[src/wocfg_pkg.sv]
// ====================================================================
// shared constants and types for the write-once option registers
package wocfg_pkg;

  // ==================================================================
  // byte addresses on the processor bus
  localparam logic [15:0] OPT_TWO_ADDR = 16'h001E; // option register two
  localparam logic [15:0] OPT_ONE_ADDR = 16'h001F; // option register one

  // ==================================================================
  // reset values and field positions
  localparam logic [7:0] OPT_RESET = 8'h00; // every bit clear
  localparam logic [7:0] OPT_TWO_USED = 8'h7F; // bit 7 reads zero
  localparam logic [7:0] OPT_ONE_USED = 8'hFF; // all bits stored
  localparam logic [7:0] OPT_ONE_KEEP = 8'h08; // trip mode survives rst
  localparam logic [7:0] OPT_NONE_KEEP = 8'h00; // nothing survives rst

  // ==================================================================
  // counts of oscillator clock ticks
  localparam int CNT_W = 18; // wide enough for the slow watchdog
  localparam logic [17:0] STAB_CRYSTAL = 18'h0_1000; // 4096 ticks
  localparam logic [17:0] STAB_EXTERNAL = 18'h0_0010; // 16 ticks
  localparam logic [17:0] WDOG_FAST = 18'h0_1FF0; // 8176 ticks
  localparam logic [17:0] WDOG_SLOW = 18'h3_FFF0; // 262128 ticks
  localparam logic [17:0] REC_SHORT = 18'h0_0020; // 32 ticks
  localparam logic [17:0] REC_LONG = 18'h0_1000; // 4096 ticks
  localparam logic [17:0] TB_DIVIDE = 18'h0_0080; // divide by 128

  // ==================================================================
  // option register two, bit 0 last
  typedef struct packed {
    logic reserved; // reads zero
    logic slave_select_pullup_disable;
    logic oscillator_in_stop_enable;
    logic timebase_clock_select;
    logic external_clock_enable;
    logic slow_crystal_select;
    logic crystal_enable;
    logic serial_baud_clock_source;
  } wocfg_opt_two_t;

  // option register one, bit 0 last
  typedef struct packed {
    logic watchdog_rate_select;
    logic voltage_monitor_in_stop;
    logic voltage_monitor_reset_disable;
    logic voltage_monitor_power_disable;
    logic voltage_trip_mode;
    logic short_stop_recovery;
    logic stop_instruction_enable;
    logic watchdog_disable;
  } wocfg_opt_one_t;

  // processor bus request
  typedef struct packed {
    logic [15:0] addr; // byte address
    logic [7:0] wdata; // write data
    logic wr; // write strobe, one cycle
    logic rd; // read strobe, one cycle
  } wocfg_bus_t;

  // stop mode sequencer
  typedef enum logic [1:0] {
    ST_RUN = 2'b00,
    ST_STOP = 2'b01,
    ST_RECOVER = 2'b10
  } wocfg_stop_t;

endpackage : wocfg_pkg

[src/wocfg_top.sv]
`timescale 1ns/1ps
// Operation
// - one write per register after each reset
// - reset clears all; trip bit only on power-up
// - registers at two consecutive byte addresses
// - reads return contents at any time
// - serial clock from bus or oscillator
// - oscillator pins follow clock and crystal enables
// - crystal bit picks clock monitor range
// - stabilization 4096 ticks crystal, 16 external
// - slow bit picks slow crystal, low range
// - timebase select adds divide by 128
// - oscillator in stop keeps clocks running
// - pullup on while disable bit clear
// - watchdog 8176 or 262128 oscillator ticks
// - monitor kept in stop when bit set
// - stop recovery choice of 32 or 4096
// - short bit 32 ticks; voltage wake long
// - stop disabled makes stop illegal opcode
// - power disable bit switches monitor off
module wocfg_top (
  // clock and resets
  input wire logic core_clk,
  input wire logic rst,
  input wire logic por,
  // processor bus
  input wire wocfg_pkg::wocfg_bus_t bus,
  output logic [7:0] rdata_q,
  output logic rvalid_q,
  // rate enables from the clock tree
  input wire logic bus_tick,
  input wire logic osc_tick,
  // events from the processor and system
  input wire logic stop_exec,
  input wire logic wake_event,
  input wire logic low_voltage_wake,
  input wire logic watchdog_service,
  input wire logic stab_start,
  // option contents
  output wocfg_pkg::wocfg_opt_two_t opt_two,
  output wocfg_pkg::wocfg_opt_one_t opt_one,
  // clock and pin control
  output logic serial_clk_tick,
  output logic osc_pin_in_is_clock,
  output logic osc_pin_out_is_crystal,
  output logic port_c_bit_four_gpio,
  output logic port_c_bit_three_gpio,
  output logic monitor_expect_crystal,
  output logic monitor_expect_slow,
  output logic stab_done,
  output logic stab_busy_q,
  output logic timebase_tick,
  output logic clocks_running,
  output logic slave_select_pullup_en,
  // watchdog, voltage monitor, stop
  output logic watchdog_enabled,
  output logic watchdog_timeout,
  output logic low_voltage_monitor_on,
  output logic low_voltage_reset_en,
  output logic voltage_trip_mode,
  output logic stop_mode,
  output logic illegal_opcode,
  output logic cpu_resume
);

  // ==================================================================
  // address decode
  function automatic logic addr_hit(input logic [15:0] a,
                                    input logic [15:0] t);
    addr_hit = (a == t);
  endfunction : addr_hit

  logic wr_two; // write to register two
  logic wr_one; // write to register one
  logic [7:0] two_q; // raw register two
  logic [7:0] one_q; // raw register one
  logic two_locked; // register two used
  logic one_locked; // register one used
  logic [7:0] rdata_d; // next read data
  logic rvalid_d; // next read valid

  assign wr_two = bus.wr && addr_hit(bus.addr, wocfg_pkg::OPT_TWO_ADDR);
  assign wr_one = bus.wr && addr_hit(bus.addr, wocfg_pkg::OPT_ONE_ADDR);

  // ==================================================================
  // the two write-once registers
  wocfg_once_reg #(
    .USED_MASK(wocfg_pkg::OPT_TWO_USED),
    .KEEP_MASK(wocfg_pkg::OPT_NONE_KEEP)
  ) u_two (
    .core_clk(core_clk),
    .rst(rst),
    .por(por),
    .wr_en(wr_two),
    .wdata(bus.wdata),
    .value_q(two_q),
    .locked_q(two_locked)
  );

  wocfg_once_reg #(
    .USED_MASK(wocfg_pkg::OPT_ONE_USED),
    .KEEP_MASK(wocfg_pkg::OPT_ONE_KEEP)
  ) u_one (
    .core_clk(core_clk),
    .rst(rst),
    .por(por),
    .wr_en(wr_one),
    .wdata(bus.wdata),
    .value_q(one_q),
    .locked_q(one_locked)
  );

  assign opt_two = wocfg_pkg::wocfg_opt_two_t'(two_q);
  assign opt_one = wocfg_pkg::wocfg_opt_one_t'(one_q);

  // ==================================================================
  // read path: contents whether locked or not, unmapped reads zero
  always_comb
  begin
    rdata_d = rdata_q;
    rvalid_d = bus.rd;
    if (bus.rd)
    begin
      if (addr_hit(bus.addr, wocfg_pkg::OPT_TWO_ADDR))
        rdata_d = two_q;
      else if (addr_hit(bus.addr, wocfg_pkg::OPT_ONE_ADDR))
        rdata_d = one_q;
      else
        rdata_d = 8'h00;
    end
  end

  // read data register
  always_ff @(posedge core_clk)
  begin
    if (rst)
    begin
      rdata_q <= 8'h00;
      rvalid_q <= 1'b0;
    end
    else
    begin
      rdata_q <= rdata_d;
      rvalid_q <= rvalid_d;
    end
  end

  // ==================================================================
  // clock source and pin function decode
  assign serial_clk_tick = opt_two.serial_baud_clock_source ?
                           bus_tick : osc_tick;
  assign osc_pin_in_is_clock = opt_two.external_clock_enable;
  assign osc_pin_out_is_crystal = opt_two.external_clock_enable &&
                                  opt_two.crystal_enable;
  assign port_c_bit_four_gpio = !osc_pin_in_is_clock;
  assign port_c_bit_three_gpio = !osc_pin_out_is_crystal;
  assign monitor_expect_crystal = opt_two.crystal_enable;
  assign monitor_expect_slow = opt_two.slow_crystal_select;
  assign slave_select_pullup_en = !opt_two.slave_select_pullup_disable;

  // ==================================================================
  // stop mode sequencer
  wocfg_pkg::wocfg_stop_t state_q; // sequencer state
  wocfg_pkg::wocfg_stop_t state_d; // next state
  logic long_q; // long recovery forced
  logic long_d; // next long flag
  logic rec_clear; // restart recovery count
  logic rec_done; // recovery count ended
  logic [17:0] rec_limit; // recovery length
  logic osc_run; // oscillator ticks that reach logic

  // clocks stop in stop mode unless kept running
  assign clocks_running = (state_q != wocfg_pkg::ST_STOP) ||
                          opt_two.oscillator_in_stop_enable;
  assign osc_run = osc_tick && clocks_running;
  assign stop_mode = (state_q == wocfg_pkg::ST_STOP);

  // recovery length from the short bit, long after a voltage wake
  assign rec_limit = (opt_one.short_stop_recovery && !long_q) ?
                     wocfg_pkg::REC_SHORT : wocfg_pkg::REC_LONG;
  assign rec_clear = (state_q != wocfg_pkg::ST_RECOVER);

  wocfg_tick_counter #(
    .W(wocfg_pkg::CNT_W)
  ) u_rec (
    .core_clk(core_clk),
    .rst(rst),
    .clear(rec_clear),
    .tick(osc_tick),
    .limit(rec_limit),
    .done(rec_done)
  );

  // next state of the stop sequencer
  always_comb
  begin
    state_d = state_q;
    long_d = long_q;
    illegal_opcode = 1'b0;
    cpu_resume = 1'b0;
    case (state_q)
      wocfg_pkg::ST_RUN:
      begin
        if (stop_exec && !opt_one.stop_instruction_enable)
          illegal_opcode = 1'b1;
        else if (stop_exec)
          state_d = wocfg_pkg::ST_STOP;
      end
      wocfg_pkg::ST_STOP:
      begin
        if (wake_event || low_voltage_wake)
        begin
          state_d = wocfg_pkg::ST_RECOVER;
          long_d = low_voltage_wake;
        end
      end
      wocfg_pkg::ST_RECOVER:
      begin
        if (rec_done)
        begin
          state_d = wocfg_pkg::ST_RUN;
          cpu_resume = 1'b1;
          long_d = 1'b0;
        end
      end
      default:
        state_d = wocfg_pkg::ST_RUN;
    endcase
  end

  // sequencer registers
  always_ff @(posedge core_clk)
  begin
    if (rst)
    begin
      state_q <= wocfg_pkg::ST_RUN;
      long_q <= 1'b0;
    end
    else
    begin
      state_q <= state_d;
      long_q <= long_d;
    end
  end

  // ==================================================================
  // clock monitor stabilization divider
  logic stab_busy_d; // next busy flag
  logic stab_hit; // divider reached its limit
  logic [17:0] stab_limit; // divider length

  assign stab_limit = opt_two.crystal_enable ? wocfg_pkg::STAB_CRYSTAL :
                      wocfg_pkg::STAB_EXTERNAL;
  assign stab_done = stab_hit && stab_busy_q;

  wocfg_tick_counter #(
    .W(wocfg_pkg::CNT_W)
  ) u_stab (
    .core_clk(core_clk),
    .rst(rst),
    .clear(stab_start || !stab_busy_q),
    .tick(osc_run),
    .limit(stab_limit),
    .done(stab_hit)
  );

  // busy from start until the divider times out
  always_comb
  begin
    stab_busy_d = stab_busy_q;
    if (stab_start)
      stab_busy_d = 1'b1;
    else if (stab_done)
      stab_busy_d = 1'b0;
  end

  always_ff @(posedge core_clk)
  begin
    if (rst)
      stab_busy_q <= 1'b0;
    else
      stab_busy_q <= stab_busy_d;
  end

  // ==================================================================
  // timebase prescaler and watchdog
  logic tb_div_tick; // divide-by-128 output
  logic [17:0] wd_limit; // watchdog period

  wocfg_tick_counter #(
    .W(wocfg_pkg::CNT_W)
  ) u_tb (
    .core_clk(core_clk),
    .rst(rst),
    .clear(!opt_two.timebase_clock_select),
    .tick(osc_run),
    .limit(wocfg_pkg::TB_DIVIDE),
    .done(tb_div_tick)
  );

  assign timebase_tick = opt_two.timebase_clock_select ?
                         tb_div_tick : osc_run;

  assign watchdog_enabled = !opt_one.watchdog_disable;
  assign wd_limit = opt_one.watchdog_rate_select ? wocfg_pkg::WDOG_FAST :
                    wocfg_pkg::WDOG_SLOW;

  wocfg_tick_counter #(
    .W(wocfg_pkg::CNT_W)
  ) u_wd (
    .core_clk(core_clk),
    .rst(rst),
    .clear(watchdog_service || !watchdog_enabled || stop_mode),
    .tick(osc_run),
    .limit(wd_limit),
    .done(watchdog_timeout)
  );

  // ==================================================================
  // low-voltage monitor control
  assign low_voltage_monitor_on = !opt_one.voltage_monitor_power_disable &&
    (!stop_mode || opt_one.voltage_monitor_in_stop);
  assign low_voltage_reset_en = !opt_one.voltage_monitor_reset_disable;
  assign voltage_trip_mode = opt_one.voltage_trip_mode;
endmodule : wocfg_top

[src/wocfg_once_reg.sv]
`timescale 1ns/1ps
// ====================================================================
// one byte register that takes a single write after each reset
module wocfg_once_reg #(
  parameter logic [7:0] USED_MASK = 8'hFF, // bits that store
  parameter logic [7:0] KEEP_MASK = 8'h00 // bits kept over plain reset
) (
  // clock and resets
  input wire logic core_clk,
  input wire logic rst,
  input wire logic por,
  // write side
  input wire logic wr_en,
  input wire logic [7:0] wdata,
  // stored state
  output logic [7:0] value_q,
  output logic locked_q
);

  logic [7:0] value_d; // next contents
  logic locked_d; // next lock flag

  // next value: first write stores and locks, later writes ignored
  always_comb
  begin
    value_d = value_q;
    locked_d = locked_q;
    if (por)
    begin
      value_d = wocfg_pkg::OPT_RESET;
      locked_d = 1'b0;
    end
    else if (rst)
    begin
      value_d = value_q & KEEP_MASK;
      locked_d = 1'b0;
    end
    else if (wr_en && !locked_q)
    begin
      value_d = wdata & USED_MASK;
      locked_d = 1'b1;
    end
  end

  // register stage
  always_ff @(posedge core_clk)
  begin
    value_q <= value_d;
    locked_q <= locked_d;
  end

endmodule : wocfg_once_reg

[src/wocfg_tick_counter.sv]
`timescale 1ns/1ps
// ====================================================================
// counts enable ticks and pulses on the last tick of a period
module wocfg_tick_counter #(
  parameter int W = 18 // counter width
) (
  // clock and reset
  input wire logic core_clk,
  input wire logic rst,
  // control
  input wire logic clear, // restart the period
  input wire logic tick, // one-cycle enable
  input wire logic [W-1:0] limit, // ticks per period
  // result
  output logic done // last tick of the period
);

  logic [W-1:0] count_q; // ticks so far
  logic [W-1:0] count_d; // next count

  // refuse a width that cannot hold a count
  if (W < 2)
  begin : g_bad_width
    $error("tick counter width too small");
  end

  assign done = tick && !clear && (count_q == limit - W'(1));

  // next count: wrap after the period, restart on clear
  always_comb
  begin
    count_d = count_q;
    if (clear || done)
      count_d = '0;
    else if (tick)
      count_d = count_q + W'(1);
  end

  // register stage
  always_ff @(posedge core_clk)
  begin
    if (rst)
      count_q <= '0;
    else
      count_q <= count_d;
  end

endmodule : wocfg_tick_counter

[config.mk]
export PLATFORM = sky130hd
export DESIGN_NAME = wocfg_top
export DESIGN_NICKNAME = d
export VERILOG_FILES = /design/src/wocfg_pkg.sv /design/src/wocfg_top.sv /design/src/wocfg_once_reg.sv /design/src/wocfg_tick_counter.sv
export SDC_FILE = /design/constraint.sdc
export NUM_CORES = 1
export LEC_CHECK = 0
export ABC_AREA = 1
export BUFFER_PORTS_ARGS = -buffer_cell sky130_fd_sc_hd__buf_2
export CAP_MARGIN = 20
export CORE_MARGIN = 10
export CORE_UTILIZATION = 23
export DETAILED_ROUTE_END_ITERATION = 8
export GPL_TIMING_DRIVEN = 0
export PLACE_DENSITY = 0.44
export SYNTH_ARGS = -nofsm -noshare
export SYNTH_HDL_FRONTEND = slang
export SYNTH_HIERARCHICAL = 1
export SYNTH_SLANG_ARGS = --single-unit
export TNS_END_PERCENT = 50
[constraint.sdc]
create_clock -name core_clk -period 1.95 [get_ports core_clk]
set_input_delay 0 -clock core_clk [delete_from_list [all_inputs] [get_ports core_clk]]
set_output_delay 0 -clock core_clk [all_outputs]
set_load 0.03 [all_outputs]
=== After elaboration in Yosys (flattened, before gate mapping) ===
Cells that the tools add are included.

* Word-level logic and storage cells: 112
* Flip-flop bits (word level): 102

* Add/subtract/negate cells: 7
* Reduce and logical (&&, ||, !) cells: 55
* Multiplexer cells: 21
* Bitwise logic cells: 1
* Equal/unequal tests: 14

{| class="wikitable"
|+ Operator list
! kind !! number
|-
| 18-bit by 1-bit adder with 18-bit output, second input constant || 4
|-
| 18-bit == test || 3
|-
| 16-bit by 5-bit == test with 1-bit output, second input constant || 2
|-
| 13-bit by 1-bit subtractor with 14-bit output, second input constant || 2
|-
| 13-bit 2-to-1 mux || 2
|-
| 18-bit by 7-bit == test with 1-bit output, second input constant || 1
|-
| 1-bit logical AND || 18
|-
| 18-bit 2-to-1 mux || 1
|-
| 18-bit by 1-bit subtractor with 18-bit output, second input constant || 1
|-
| 1-bit logical NOT || 16
|-
| 8-bit 2-to-1 mux || 2
|-
| 1-bit logical OR || 10
|-
| 1-bit 2-to-1 mux || 10
|-
| 2-bit OR reduction || 5
|-
| 2-bit 2-to-1 mux || 4
|-
| 2-bit by 1-bit inequality test with 1-bit output, second input constant || 3
|-
| 2-bit inequality test, second input constant || 3
|-
| 2-bit one-hot mux with 3 select lines || 1
|-
| 4-bit AND reduction || 1
|-
| 2-bit nonzero test || 2
|-
| 3-bit AND reduction || 1
|-
| 2-bit by 1-bit == test with 1-bit output, second input constant || 1
|-
| 2-bit == test, second input constant || 1
|-
| 2-bit logical NOT || 1
|-
| other kinds (3) || 3
|}

=== Longest topological paths before layout ===
* Depth after elaboration: 8
* Mapped depth: 20
* Depth with buffers taken out: 20

=== Modules after synthesis ===
Netlist, hierarchy kept.

{| class="wikitable"
|+ Modules (own cells, without submodules)
! module !! cells an instance !! instances !! area each (um^2)
|-
| wocfg_tick_counter || 258 || 4 || 1607.8
|-
| wocfg_top || 160 || 1 || 984.7
|-
| wocfg_once_reg (u_two) || 51 || 1 || 355.3
|-
| wocfg_once_reg (u_one) || 43 || 1 || 329.1
|}

=== Worst setup path before layout ===
No wires, ideal clock.

* Path type: reg2reg
* Start: register u_one.value_q[2]
* End: register long_q
* Setup time: 0.131 ns
* Period minus slack after synthesis: 2.629 ns
* Path buffers: 0
* Stages on the path, launching flop included: 18
* Setup slack: -0.679 ns
* Arrival: 2.498 ns
* Cells stage by stage: dfxtp_1 > inv_1 > nor2_1 > inv_1 > nor2_1 > nand2_1 > nor2_1 > nand4_1 > nand2_1 > nand2_1 > nor2_2 > nand3_2 > inv_1 > inv_1 > nor2_1 > o21ai_0 > a21oi_1 > nor3_1

* Cells in the longest elaborated chain, start to end: 7

{| class="wikitable"
|+ Ends and longest elaborated chain
! item !! RTL line !! source
|-
| start: declaration || wocfg_once_reg.sv:16 || <nowiki>output logic [7:0] value_q,</nowiki>
|-
| start signal: assignment || wocfg_once_reg.sv:48 || <nowiki>value_q <= value_d;</nowiki>
|-
| 1-bit logical AND || wocfg_top.sv:179 || <nowiki>assign rec_limit = (opt_one.short_stop_recovery && !long_q) ?</nowiki>
|-
| 13-bit 2-to-1 mux || wocfg_top.sv:179 ||
|-
| net rec_limit[5] || wocfg_top.sv:169 || <nowiki>logic [17:0] rec_limit;</nowiki>
|-
| 13-bit by 1-bit subtractor with 14-bit output || wocfg_tick_counter.sv:27 || <nowiki>assign done = tick && !clear && (count_q == limit - W'(1));</nowiki>
|-
| 18-bit == test || wocfg_tick_counter.sv:27 ||
|-
| 1-bit logical AND || wocfg_tick_counter.sv:27 ||
|-
| net rec_done || wocfg_top.sv:168 || <nowiki>logic rec_done;</nowiki>
|-
| 2-bit by 1-bit inequality test with 1-bit output (no source line) || n/a ||
|-
| 3-bit AND reduction (no source line) || n/a ||
|-
| end signal: assignment || wocfg_top.sv:242 || <nowiki>long_q <= long_d;</nowiki>
|-
| end: declaration || wocfg_top.sv:165 || <nowiki>logic long_q;</nowiki>
|}

The timed path passes the listed nets, and every way through them passes these cells.
A chain may end at the register's enable or synchronous reset.

=== Worst setup path after layout ===
* Start: register state_q[0]
* End: output watchdog_timeout

* Cells in the longest elaborated chain, start to end: 5
* Elaborated cells between the ends (all ways): 8

{| class="wikitable"
|+ Ends and longest elaborated chain
! item !! RTL line !! source
|-
| start: declaration || wocfg_top.sv:163 || <nowiki>wocfg_pkg::wocfg_stop_t state_q;</nowiki>
|-
| start signal: assignment || wocfg_top.sv:236 || <nowiki>state_q <= wocfg_pkg::ST_RUN;</nowiki>
|-
| start signal: assignment || wocfg_top.sv:241 || <nowiki>state_q <= state_d;</nowiki>
|-
| 2-bit by 1-bit inequality test with 1-bit output || wocfg_top.sv:173 || <nowiki>assign clocks_running = (state_q != wocfg_pkg::ST_STOP) ||</nowiki>
|-
| 1-bit logical OR || wocfg_top.sv:173 ||
|-
| 1-bit logical AND || wocfg_top.sv:175 || <nowiki>assign osc_run = osc_tick && clocks_running;</nowiki>
|-
| net osc_run || wocfg_top.sv:170 || <nowiki>logic osc_run;</nowiki>
|-
| 1-bit logical AND (2 in series) || wocfg_tick_counter.sv:27 ||
|-
| end: declaration || wocfg_top.sv:57 || <nowiki>output logic watchdog_timeout,</nowiki>
|}

The timed path passes the listed nets, and every way through them passes these cells.

==> run_results.csv <==
group,metric,value,unit
outcome,outcome,"finished with violations",
outcome,violations,"setup timing",
sta,setup_slack,-0.4321,ns
route,drtPass1Iterations,4,
layout,post_route_cells_drive_above_1_share,20.00,%
yosys,ys_ff_latch,102,
sta,tightest_slew,0.6991,ns
route,vias_per_cell,3.794,
grt,grt_max_degree,19,
route,postRouteWirelength,22590,um
sta,hold_viol_final,0,
route,drt_iter0_markers,337,
grt,grt_overflow,0,
power,p_leak,5.075,nW
clock_network,h-tree-depth,3,
sta,fmax,0.4198,GHz
clock_network,cts.reportedPaths.clkPinSlew,0.08,ns
yosys,synth_ff_type,"dfxtp_1",
sta,setup_tns,-21.41,ns
route,ant_nets,0,
critical_path,cp_cell_sequence,"inv_2, nor2_4, inv_2, or2_4, nand2_4, clkinvlp_4, buf_6, inv_4, nor2_2, o21ai_1, nor2_1, nand2_1, nor2_2, nand3_1, nor2_2, nand3_2, inv_2, buf_6",
critical_path,critPathCaptureType,"primary output",
critical_path,worstSetupPathDepth,18,
flow_run,max_cap_violations,0,
clock_network,cts_tree,"done",
power,p_per_area,440.9,nW/um2
min_path,hp-class,"input pin to flip-flop",
floorplanning,pin_count,81,
yosys,post_synth_inst_count,1286,
floorplanning,coreArea,34630,um2
yosys,synth_top_area_share,25.21,%
critical_path,path_class,"flip-flop to primary output",
critical_path,cp_num_buf_inv,7,
clock_network,clkLatencyLatePin,0.36,ns
min_path,holdPathStages,5,
placement,dp.final_hpwl,17880,um
yosys,synth-edff-count,0,
clock_network,cts_made_buffers,9,
critical_path,crit_fanout,5,
floorplanning,fp.dieW,207.7,um
yosys,netlist_top_cells_area,"dfxtp_1 (25%), nand2_1 (15%), nor2_1 (10%)",
layout,n_fill_cell,3829,
clock_network,clock-root-buffer,"clkbuf_16",
critical_path,crit_path_start_kind,"flip-flop",
power,peakVddDrop,0.0004527,V
critical_path,crit_required,1.95,ns
yosys,ys_top_cells_by_count,"nand2_1 (332), nor2_1 (226), inv_1 (182)",
grt,antenna_found_initial,4,
yosys,netlist-cell-type-count,40,
grt,grt_use_total,10.50,%
yosys,netlist_area,8100,um2
yosys,syn_area_per_cell,6.299,um2
critical_path,critical-path-top-delay-family,"simple AND/OR/NAND/NOR gates",
grt,grt_first_pass_wirelength,37460,um
critical_path,r2r_cells,20,
yosys,ys_seq_area_share,25.21,%
placement,dp.cells,2015,
route,num_vias,7922,
critical_path,cp_slowest_cell,"dfxtp_2",
sta,fin_skew,0.01052,ns
floorplanning,rows,68,
clock_network,clk_path_buf_depth,2,
critical_path,r2r_setup_slack,-0.42,ns
placement,portBuffers,78,
layout,nNetsFinal,1669,
layout,final_cell_count_no_fill,2088,
yosys,async_reset_ff_share,0,%
sta,setup_viol,80,
clock_network,cts_sinks,102,
sta,post-route-period-util,122.2,%
route,drc_errors,0,
yosys,ys_warn_count,6,
sta,period_needed,2.382,ns
grt,grt_pass1_vias,7512,
yosys,yosysTopAreaCell,"dfxtp_1",
placement,routabilityCongestion,0.7854,
yosys,synth_most_common_cell,"nand2_1",
layout,synthToLayoutAreaGrowth,36.38,%
floorplanning,start_util,23.39,%
route,routedWlPerCell,10.82,um
sta,rsz0062_at_grt,"true",
floorplanning,die_h,207.7,um
sta,slew_viol_final,0,
critical_path,critical_path_arrival,2.38,ns
sta,timing.slew.headroom,53.39,%
critical_path,critPathMaxStageDelay,0.33,ns
floorplanning,die_area,43120,um2
power by group:
| group | internal (mW) | switching [mW] | leakage (nW) |
|---|---|---|---|
| clock network | 1.02 | 0.911 | 0.149 |
| registers | 2.10 | 0.0172 | 0.827 |
| logic | 0.332 | 0.496 | 4.10 |
| total | 3.45 | 1.42 | 5.07 |
through the flow:
step	hold WS (ns)	setup WS (ns)	instance area, um2	utilization (%)	total power, mW
4_1_cts	0.01378	-0.5114	10800	31.19	4.882
6_report	0.02416	-0.4321	11050	31.90	4.871
5_1_grt	0.06137	-0.6623	11040	31.89	5.142
3_3_place_gp	0.2711	-0.6155	9842	28.42	2.828
3_5_place_dp	0.2747	-0.6648	9842	28.42	2.831
2_1_floorplan	0.1349	-0.2825	8882	-	2.681
metal layers:
metal / GRT usage (%) / share of wire (%) / routed length (um) / up-vias
li1: - / - / - / 4412
met1: 13.51 / 49 / 11170 / 3391
met2: 17.45 / 45 / 10250 / 92
met3: 2.362 / 4.0 / 896 / 25
met4: 2.316 / 1.2 / 261 / 2
met5: 0 / 0.049 / 11 / -
final timing paths:
check	start	endpoint
setup / recovery	state_q[0]	watchdog_timeout
hold / removal	bus[0]	rdata_q[1]
setup reg to reg	state_q[0]	u_wd/count_q[6]
hold reg to reg	u_one/locked_q	u_one/locked_q
layout by cell type, fill, tap and decap left out, types with 14 or more instances in the layout:
master         count
nand2_1          326
conb_1           199
nor2_1           186
inv_1            169
dfxtp_1           97
xor2_1            83
nand3_1           82
nor2_2            77
buf_2             74
xnor2_1           44
buf_4             31
nor2_4            28
nand4_1           28
o21ai_0           20
buf_6             17
inv_2             16
dlygate4sd3_1     14
worst register-to-register path, delay by kind of cell (launching register included):
kind                   cells  cell delay, ns
AO/OA/AOI/OAI              1            0.06
buffers and inverters      7            0.78
flip-flops                 1            0.33
AND/OR/NAND/NOR           12            1.10
flip-flops by register name, indices dropped and copies added (netlist names), 2 cells and up:
name and flops:
u_rec/count_q 18, u_stab/count_q 18, u_tb/count_q 18, u_wd/count_q 18, rdata_q 8, u_one/value_q 8, u_two/value_q 7, state_q 2
area by class of cell:
class / count / area, um2 / share of cell area, %
Buffer: 14 / 131.4 / 1.189
Clock buffer: 9 / 225.2 / 2.039
Clock inverter: 7 / 82.58 / 0.7475
Timing Repair Buffer: 134 / 1032 / 9.344
Multi-Input combinational cell: 1175 / 6222 / 56.33
Antenna cell: 3 / 7.507 / 0.06796
Sequential cell: 102 / 2053 / 18.59
Tap cell: 455 / 569.3 / 5.153
Inverter: 189 / 723.2 / 6.547
what timing repair did:
action	4_1_cts	5_1_grt
setup endpoints to repair	80	81
gates cloned	3	1
endpoints found under the hold margin	18	0
pin swaps	12	9
resized for setup	48	63
setup buffers	31	11
hold buffers	14	0
cell families (layout without fill, tap and decap cells):
family	count (synthesis)	in the layout	share of synthesized area (%)
and+or+nand+nor	798	798	45.75
other	3	202	0.1390
adders and majority gates	8	8	1.236
DFF	102	102	25.21
buffers and inverters	205	353	10.60
muxes	5	5	0.6333
AOI/OAI and AO/OA	37	37	2.595
xor gates and xnor gates	128	128	13.84
No activity file was read; power rests on OpenSTA's default activity.
